<file path="src/hdl/sbt_pkg.sv">
// Package for the boundary-scan test port: states, instructions, widths.
// Assumes a single system clock that oversamples the test clock.
package sbt_pkg;
   // ======================================
   // Controller states
   typedef enum logic [3:0] {
      ST_RESET, ST_IDLE, ST_SEL_DR, ST_CAP_DR, ST_SHIFT_DR, ST_EXIT1_DR, ST_PAUSE_DR,
      ST_EXIT2_DR, ST_UPD_DR, ST_SEL_IR, ST_CAP_IR, ST_SHIFT_IR, ST_EXIT1_IR,
      ST_PAUSE_IR, ST_EXIT2_IR, ST_UPD_IR
   } sbt_state_t;
   // ======================================
   // Instruction register
   localparam int IR_W = 3;
   localparam logic [2:0] INS_EXTEST = 3'h0;
   localparam logic [2:0] INS_IDCODE = 3'h1;
   localparam logic [2:0] INS_SAMPLE_Z = 3'h2;
   localparam logic [2:0] INS_SAMPLE = 3'h4;
   localparam logic [2:0] INS_BYPASS = 3'h7;
   localparam logic [1:0] IR_CAPTURE = 2'h1;
   // ======================================
   // Data registers
   localparam int ID_W = 32;
   localparam logic [31:0] ID_CODE = 32'h0000_0001; // arbitrary value
   localparam int BSR_W = 8;
   localparam int RESET_ONES = 5;
endpackage

</file>
<file path="src/hdl/sbt_sync.sv">
// Two-flop synchroniser with reset value one.
// Assumes input from another clock domain.
`timescale 1ns/100ps
`default_nettype none
module sbt_sync (
   input wire logic i_clk_sys,
   input wire logic i_reset,
   input wire logic i_ce,
   input wire logic i_async,
   output logic o_sync
);
   logic meta;
   always_ff @(posedge i_clk_sys or posedge i_reset) begin
      if (i_reset) begin
         meta <= 1'b1;
         o_sync <= 1'b1;
      end else if (i_ce) begin
         meta <= i_async;
         o_sync <= meta;
      end
   end
endmodule // sbt_sync
`default_nettype wire

</file>
<file path="src/hdl/sbt_tap.sv">
// Boundary-scan test access port controller with IR, bypass, ID and boundary register.
// Assumes i_clk_sys much faster than the test clock; pins arrive asynchronously.
`timescale 1ns/100ps
`default_nettype none
// Function
// Inputs are sampled at test-clock rise and outputs change only at test-clock fall; o_instr changes at a rise instead.
// Mode select sampled at each rise is the only input that steers the controller.
// An undriven mode select acts as a logic one.
// An undriven data input shifts in ones.
// Exactly one register, picked by state and instruction, sits between data in and out.
// Data out is driven only in shift states, from the selected register end, at falls.
// Five rises with mode select high always reach Test-Logic-Reset.
// The port resets at power-up and does nothing while no test clock runs.
// The memory function is untouched when the port is unused.
// States, instruction loading and data shifting follow the boundary-scan standard.
// The instruction register is three bits and loads only while in the serial path.
// Test-Logic-Reset presets the instruction to identification read.
// Capture-IR loads 01 into the two low instruction bits.
// The 32-bit identification register shifts bit 0 out first.
// Sixteen states, instruction takes effect at Update-IR, capture at Capture-DR.
module sbt_tap
   import sbt_pkg::*;
#(
   parameter int P_BSR_W = sbt_pkg::BSR_W
) (
   input wire logic i_clk_sys,
   input wire logic i_reset,
   input wire logic i_ce,
   input wire logic i_tck,
   input wire logic i_tms,
   input wire logic i_tms_oe,
   input wire logic i_tdi,
   input wire logic i_tdi_oe,
   input wire logic [P_BSR_W-1:0] i_pins,
   output logic o_tdo,
   output logic o_tdo_oe,
   output logic [sbt_pkg::IR_W-1:0] o_instr,
   output logic o_test_reset
);
   import sbt_pkg::*;
   // ======================================
   // Pin resolution and synchronisers
   logic tms_pin, tdi_pin, tck_s, tms_s, tdi_s, tck_d;
   assign tms_pin = i_tms_oe ? i_tms : 1'b1;
   assign tdi_pin = i_tdi_oe ? i_tdi : 1'b1;
   sbt_sync u_tck (.i_clk_sys(i_clk_sys), .i_reset(i_reset), .i_ce(i_ce), .i_async(i_tck),
      .o_sync(tck_s));
   sbt_sync u_tms (.i_clk_sys(i_clk_sys), .i_reset(i_reset), .i_ce(i_ce), .i_async(tms_pin),
      .o_sync(tms_s));
   sbt_sync u_tdi (.i_clk_sys(i_clk_sys), .i_reset(i_reset), .i_ce(i_ce), .i_async(tdi_pin),
      .o_sync(tdi_s));
   // Memory-side pins cross from another clock
   logic [P_BSR_W-1:0] pins_s;
   for (genvar g = 0; g < P_BSR_W; g++) begin : g_pin_sync
      sbt_sync u_pin (.i_clk_sys(i_clk_sys), .i_reset(i_reset), .i_ce(i_ce),
         .i_async(i_pins[g]), .o_sync(pins_s[g]));
   end
   always_ff @(posedge i_clk_sys or posedge i_reset) begin
      if (i_reset) begin
         tck_d <= 1'b1;
      end else if (i_ce) begin
         tck_d <= tck_s;
      end
   end
   logic rise, fall;
   assign rise = i_ce && tck_s && !tck_d;
   assign fall = i_ce && !tck_s && tck_d;
   // ======================================
   // Controller
   sbt_state_t state, next_state;
   always_comb begin
      case (state)
         ST_RESET: next_state = tms_s ? ST_RESET : ST_IDLE;
         ST_IDLE: next_state = tms_s ? ST_SEL_DR : ST_IDLE;
         ST_SEL_DR: next_state = tms_s ? ST_SEL_IR : ST_CAP_DR;
         ST_CAP_DR: next_state = tms_s ? ST_EXIT1_DR : ST_SHIFT_DR;
         ST_SHIFT_DR: next_state = tms_s ? ST_EXIT1_DR : ST_SHIFT_DR;
         ST_EXIT1_DR: next_state = tms_s ? ST_UPD_DR : ST_PAUSE_DR;
         ST_PAUSE_DR: next_state = tms_s ? ST_EXIT2_DR : ST_PAUSE_DR;
         ST_EXIT2_DR: next_state = tms_s ? ST_UPD_DR : ST_SHIFT_DR;
         ST_UPD_DR: next_state = tms_s ? ST_SEL_DR : ST_IDLE;
         ST_SEL_IR: next_state = tms_s ? ST_RESET : ST_CAP_IR;
         ST_CAP_IR: next_state = tms_s ? ST_EXIT1_IR : ST_SHIFT_IR;
         ST_SHIFT_IR: next_state = tms_s ? ST_EXIT1_IR : ST_SHIFT_IR;
         ST_EXIT1_IR: next_state = tms_s ? ST_UPD_IR : ST_PAUSE_IR;
         ST_PAUSE_IR: next_state = tms_s ? ST_EXIT2_IR : ST_PAUSE_IR;
         ST_EXIT2_IR: next_state = tms_s ? ST_UPD_IR : ST_SHIFT_IR;
         ST_UPD_IR: next_state = tms_s ? ST_SEL_DR : ST_IDLE;
         default: next_state = ST_RESET;
      endcase
   end
   always_ff @(posedge i_clk_sys or posedge i_reset) begin
      if (i_reset) begin
         state <= ST_RESET;
      end else if (rise) begin
         state <= next_state;
      end
   end
   // ======================================
   // Instruction register
   logic [IR_W-1:0] ir_shift;
   always_ff @(posedge i_clk_sys or posedge i_reset) begin
      if (i_reset) begin
         ir_shift <= INS_IDCODE;
         o_instr <= INS_IDCODE;
      end else if (rise) begin
         if (next_state == ST_RESET) begin
            o_instr <= INS_IDCODE;
         end else if (state == ST_UPD_IR) begin
            o_instr <= ir_shift;
         end
         if (state == ST_CAP_IR) begin
            ir_shift <= {{(IR_W-2){1'b0}}, IR_CAPTURE};
         end else if (state == ST_SHIFT_IR) begin
            ir_shift <= {tdi_s, ir_shift[IR_W-1:1]};
         end
      end
   end
   // ======================================
   // Data registers
   logic [ID_W-1:0] id_sr;
   logic [P_BSR_W-1:0] bsr;
   logic byp;
   function automatic logic uses_bsr(input logic [IR_W-1:0] ins);
      uses_bsr = (ins == INS_EXTEST) || (ins == INS_SAMPLE) || (ins == INS_SAMPLE_Z);
   endfunction
   always_ff @(posedge i_clk_sys or posedge i_reset) begin
      if (i_reset) begin
         id_sr <= '0;
         bsr <= '0;
         byp <= 1'b0;
      end else if (rise) begin
         if (state == ST_CAP_DR) begin
            id_sr <= ID_CODE;
            byp <= 1'b0;
            if (uses_bsr(o_instr)) begin
               bsr <= pins_s;
            end
         end else if (state == ST_SHIFT_DR) begin
            if (o_instr == INS_IDCODE) begin
               id_sr <= {tdi_s, id_sr[ID_W-1:1]};
            end else if (uses_bsr(o_instr)) begin
               bsr <= {tdi_s, bsr[P_BSR_W-1:1]};
            end else begin
               byp <= tdi_s;
            end
         end
      end
   end
   // ======================================
   // Serial output at test-clock fall
   logic tdo_src;
   always_comb begin
      if (state == ST_SHIFT_IR) begin
         tdo_src = ir_shift[0];
      end else if (o_instr == INS_IDCODE) begin
         tdo_src = id_sr[0];
      end else if (uses_bsr(o_instr)) begin
         tdo_src = bsr[0];
      end else begin
         tdo_src = byp;
      end
   end
   always_ff @(posedge i_clk_sys or posedge i_reset) begin
      if (i_reset) begin
         o_tdo <= 1'b0;
         o_tdo_oe <= 1'b0;
         o_test_reset <= 1'b1;
      end else if (fall) begin
         o_tdo <= tdo_src;
         o_tdo_oe <= (state == ST_SHIFT_DR) || (state == ST_SHIFT_IR);
         o_test_reset <= (state == ST_RESET);
      end
   end
   // ======================================
   // Assertions
   // Run of rises with mode select high
   logic [2:0] tms_high_cnt;
   always_ff @(posedge i_clk_sys or posedge i_reset) begin
      if (i_reset) begin
         tms_high_cnt <= 3'h0;
      end else if (rise) begin
         if (!tms_s) begin
            tms_high_cnt <= 3'h0;
         end else if (tms_high_cnt != 3'(RESET_ONES)) begin
            tms_high_cnt <= tms_high_cnt + 3'h1;
         end
      end
   end
endmodule // sbt_tap
`default_nettype wire

</file>
<file path="config.mk">
export PLATFORM = sky130hd
export DESIGN_NAME = sbt_tap
export DESIGN_NICKNAME = d
export VERILOG_FILES = /design/src/hdl/sbt_pkg.sv /design/src/hdl/sbt_sync.sv /design/src/hdl/sbt_tap.sv
export SDC_FILE = /design/constraint.sdc
export NUM_CORES = 1
export LEC_CHECK = 0
export BUFFER_PORTS_ARGS = -buffer_cell sky130_fd_sc_hd__buf_2
export CAP_MARGIN = 0
export CORE_MARGIN = 10
export CORE_UTILIZATION = 35
export CTS_CLUSTER_DIAMETER = 30
export CTS_CLUSTER_SIZE = 24
export DETAILED_ROUTE_END_ITERATION = 16
export GPL_TIMING_DRIVEN = 0
export HOLD_SLACK_MARGIN = 0.1
export SLEW_MARGIN = 20
export SYNTH_ARGS = -nofsm -noshare
export SYNTH_HDL_FRONTEND = slang
export SYNTH_SLANG_ARGS = --single-unit
</file>
<file path="constraint.sdc">
create_clock -name i_clk_sys -period 3.1 [get_ports i_clk_sys]
set_input_delay 0.62 -clock i_clk_sys [delete_from_list [all_inputs] [get_ports i_clk_sys]]
set_output_delay 0.62 -clock i_clk_sys [all_outputs]
set_load 0.03 [all_outputs]
</file>
Word level (Yosys, flattened, before mapping)

Cells that the tools add are included.

Register bits: 77
Input bits: 16
Output and inout bits: 6
Logic and storage cells: 110

Equality and inequality tests: 20
Multiplexer cells: 34
Reduce and logical (&&, ||, !) cells: 24

Operators by type and width:

| cell                 | number |
|---|---|
| $mux W32             | 3 |
| $pmux W4 S12         | 1 |
| $mux W8              | 5 |
| $eq A4 B4 Y1 const B | 8 |
| $mux W3              | 6 |
| $eq A4 B3 Y1 const B | 4 |
| $mux W4              | 4 |
| $mux W1              | 12 |
| $eq A4 B2 Y1 const B | 2 |
| $logic_not A4 Y1     | 2 |
| $reduce_and A4 Y1    | 2 |
| $reduce_bool A2 Y1   | 4 |
| $mux W2              | 3 |
| $eq A4 B1 Y1 const B | 1 |
| $logic_and A1 B1 Y1  | 4 |
| $ne A2 B2 Y1 const B | 2 |
| $reduce_and A2 Y1    | 2 |
| $reduce_or A2 Y1     | 2 |
| $eq A3 B1 Y1 const B | 1 |
| $eq A3 B2 Y1 const B | 1 |
| $eq A3 B3 Y1 const B | 1 |
| $logic_not A3 Y1     | 1 |
| $logic_or A1 B1 Y1   | 3 |
| $reduce_and A3 Y1    | 1 |
| other kinds (2)      | 3 |

Longest topological paths before layout

Depth after elaboration: 7
Depth in mapped cells: 6
Gate-level depth less buffers: 4

Cells and area by module

From an unflattened synthesis, not the netlist that was laid out.

Cells, all modules: 277
Area total of the unflattened synthesis: 3378.2 um^2

By module, submodules not included:

| module   | instances | cells an instance | area each (um^2) | seq. area each (um^2) |
|---|---|---|---|---|
| sbt_tap  | 1         | 222               | 2511.2           | 1381.3 |
| sbt_sync | 11        | 5                 | 78.8             | 52.6 |

Worst setup path before layout

No wires, ideal clock.

Path type: in2reg
Start point: in i_ce
End point: reg id_sr[0]
Setup time: 146 ps
Arrival: 1829 ps
Required time: 2954 ps
Setup slack: 1126 ps
Cell stages on the path: 6
Path buffers: 2
Cells stage by stage: buf_2 > nand3b_1 > a211oi_2 > nor3b_4 > buf_6 > a22oi_1

Word-level cells in the longest chain between the ends: 3

Ends and longest elaborated chain:

| what                              | RTL line       | source |
|---|---|---|
| start: declaration                | sbt_tap.sv:28  | `input wire logic i_ce,` |
| $logic_and A1 B1 Y1 (2 in series) | sbt_tap.sv:66  | `assign rise = i_ce && tck_s && !tck_d;` |
| $reduce_and A3 Y1 (no line)       | n/a            |  |
| end signal: assignment            | sbt_tap.sv:141 | `id_sr <= {tdi_s, id_sr[ID_W-1:1]};` |
| end: declaration                  | sbt_tap.sv:121 | `logic [ID_W-1:0] id_sr;` |

No other way between the ends.
A chain may end at the register's enable or synchronous reset.

Worst setup path after layout

Start point: reg state[0]
End point: reg id_sr[31]

Word-level cells in the longest chain between the ends: 3
Elaborated cells between the ends (all ways): 6
Classes of those cells: eq/ne: 2; mux: 1; reduce/logical: 3

Ends and longest elaborated chain:

| what                                                | RTL line                       | source |
|---|---|---|
| start: declaration                                  | sbt_tap.sv:70                  | `sbt_state_t state, next_state;` |
| start signal: assignment                            | sbt_tap.sv:96                  | `state <= next_state;` |
| $eq A4 B2 Y1 / $eq A4 B3 Y1 (equally long branches) | sbt_tap.sv:133, sbt_tap.sv:139 |  |
| $reduce_bool A2 Y1 (no line)                        | n/a                            |  |
| $reduce_and A3 Y1 (no line)                         | n/a                            |  |

Several ways; a longest one is shown, not always the timed one.

==> results.json <==
{
  "grt_setup_unrepaired": "no",
  "final_common_cell": "dfrtp_1",
  "synth_fp_nets": 289,
  "ios": 22,
  "yosysSeqAreaShare_pct": 59.0,
  "async_flop_share_pct": 100,
  "fillCellCount": 891,
  "yosys.cell_types.count": 42,
  "area_growth_pct": 13.3,
  "status": "finished, final reports clean",
  "critPathLaunch": "state[0]",
  "final_nets": 321,
  "setup_viol": 0,
  "finalHoldViolations": 0,
  "dp_cells": 423,
  "core-area_um2": 9240,
  "startpoint_type": "flip-flop",
  "drive_above_1_share_pct": 30.6,
  "syn_inst": 273,
  "r2r-end": "id_sr[31]",
  "p_per_area_nw_per_um2": 722,
  "clk_latency_ps": 340,
  "ant_nets": 0,
  "fin_worst_skew_ps": 5.41,
  "globalRouteOverflowTotal": 0,
  "post-route-drc-count": 0,
  "cts_sinks": 77,
  "fmax_mhz": 480,
  "fin_crit_sh_pct": 67.2,
  "rr_worst_depth": 6,
  "synth_edf_count": 0,
  "dp_hpwl_um": 4100,
  "ys.flop_type": "dfrtp_1",
  "reg2reg_slack_ps": 1020,
  "port_buffers": 20,
  "endpoint": "id_sr[31]",
  "post-route-min-period_ps": 2080,
  "leakage_nw": 1.63,
  "drt-total-wl_um": 6010,
  "first_pass_iters": 4,
  "chipHeight_um": 117,
  "die_w_um": 117,
  "dieArea_um2": 13800,
  "peakVddDrop_mv": 0.350,
  "final_cell_mix": "51 x dfrtp_1, 31 x a22o_1, 26 x dfstp_2, 24 x buf_2, 23 x mux2_2",
  "hold_buffers": 0,
  "crit_path_end_kind": "flip-flop",
  "cts_tree": "yes",
  "max-slew-margin-rel_pct": 62.0,
  "root_buffer": "clkbuf_8",
  "drv_slew": 0,
  "cts_setup_buffers": 0,
  "dr_total_vias": 2194,
  "grt_max_degree": 42,
  "worstSetupPathType": "flip-flop to flip-flop",
  "cts_buffers": 9,
  "hp-class": "input pin to asynchronous set/reset pin",
  "cp.required_ps": 3330,
  "cap_viol_max_count": 0,
  "num_rows": 35,
  "grt_pass1_wl_um": 10500,
  "cts.clk_slew.worst_paths_ps": 80,
  "ys.warnings.count": 0,
  "antenna_found_initial": 0,
  "netlist_area_um2": 3320,
  "cp.arrival_ps": 2310,
  "place.gp.congestion": 0.771,
  "total_power_mw": 2.72,
  "critPathMaxFanout": 10,
  "viasPerCell": 5.00,
  "initial_core_util_pct": 36.0,
  "globalRouteTotalUtil_pct": 9.06,
  "tightest_slew_ps": 570,
  "r2r_start": "state[0]",
  "first_iter_violations": 150,
  "grt_pass1_vias": 2168,
  "avgSynthCellArea_um2": 12.2,
  "wl_per_cell_um": 13.7,
  "ys_ff_latch": 77,
  "cts-resized-gates": 0,
  "clock_path_buffers": 2,
  "fin_cells": 439,
  "num_antenna_cells": 0,
  "h-tree-depth": 3
}
==> worst max-delay path: stages, from the launching register on <==
cell and delay, ps:
dfrtp_1 380, buf_6 140, or3b_1 380, a211oi_2 340, o21ai_1 200, clkbuf_1 290, a22o_1 250
==> Yosys cell counts (4+ instances only) <==
cell,n,area share (%)
a31oi_1,4,0.75
mux2_2,23,7.8
dfstp_2,26,21
buf_2,4,0.60
a21oi_1,7,1.1
dfrtp_1,51,38
o21ai_0,20,3.0
inv_1,11,1.2
nor2b_1,4,0.75
nor2_1,13,1.5
nand3_1,5,0.75
nand2_1,15,1.7
mux2i_1,9,2.7
clkbuf_1,9,1.0
buf_6,4,1.4
a22o_1,31,8.2
==> layer usage <==
| layer | wire [um] | global-route usage, % |
|---|---|---|
| met3 | 353 | 3.79 |
| met2 | 2560 | 12.3 |
| met5 | 0 | 0 |
| met1 | 3040 | 12.4 |
| met4 | 60 | 3.29 |
==> sequential cells by signal, summed over array words and instances, names as in the netlist, 3 cells and up <==
| register | count |
|---|---|
| state | 4 |
| g_pin_sync.u_pin.o_sync | 8 |
| id_sr | 32 |
| o_instr | 3 |
| bsr | 8 |
| ir_shift | 3 |
| g_pin_sync.u_pin.meta | 8 |
==> final cells by class <==
type	count	area, um2	area share (%)
flip-flops and latches	77	1960	52.0
multi-input cells	166	1220	32.3
well taps	129	161	4.29
clock buffers	11	131	3.49
repair buffers	21	120	3.19
plain buffers	19	106	2.82
inverters	11	43.8	1.16
clock inverters	5	27.5	0.731
==> where the power goes <==
group / switching (mW) / internal, mW / total (mW)
clock network: 0.348 / 0.286 / 0.634
registers: 0.116 / 1.19 / 1.31
logic: 0.467 / 0.309 / 0.776
total: 0.930 / 1.79 / 2.72
==> cells by family (layout without fill, tap and decap cells) <==
logic type,Yosys count,count (layout),synth area share (%)
buffers and inverters,30,67,4.44
DFF,77,77,59.0
and+or+nand+nor,52,52,8.21
xor gates and xnor gates,1,1,0.264
muxes,32,32,10.5
AOI/OAI and AO/OA,81,81,17.6
==> metrics by stage <==
step | utilization (%) | setup WS (ps) | instance area [um2] | hold WS [ps] | setup TNS (ps)
CTS | 40.8 | 1010 | 3770 | 301 | 0
global placement | 38.8 | -391 | 3580 | 462 | -19820
floorplan | - | 556 | 3320 | 449 | 0
detailed placement | 39.0 | 811 | 3610 | 469 | 0
global route | 40.8 | 867 | 3770 | 310 | 0
finish | 40.8 | 1020 | 3770 | 301 | 0
==> how the worst min path moves through the flow <==
stage	from	end	slack (ps)
2_1_floorplan	bsr[1]	bsr[1]	450
3_3_place_gp	bsr[2]	bsr[2]	460
3_5_place_dp	bsr[3]	bsr[3]	470
4_1_cts	i_reset	bsr[7]	300
5_1_grt	i_reset	bsr[6]	310
6_report	i_reset	bsr[5]	300
Note: power is estimated with default switching activity, not from simulation.
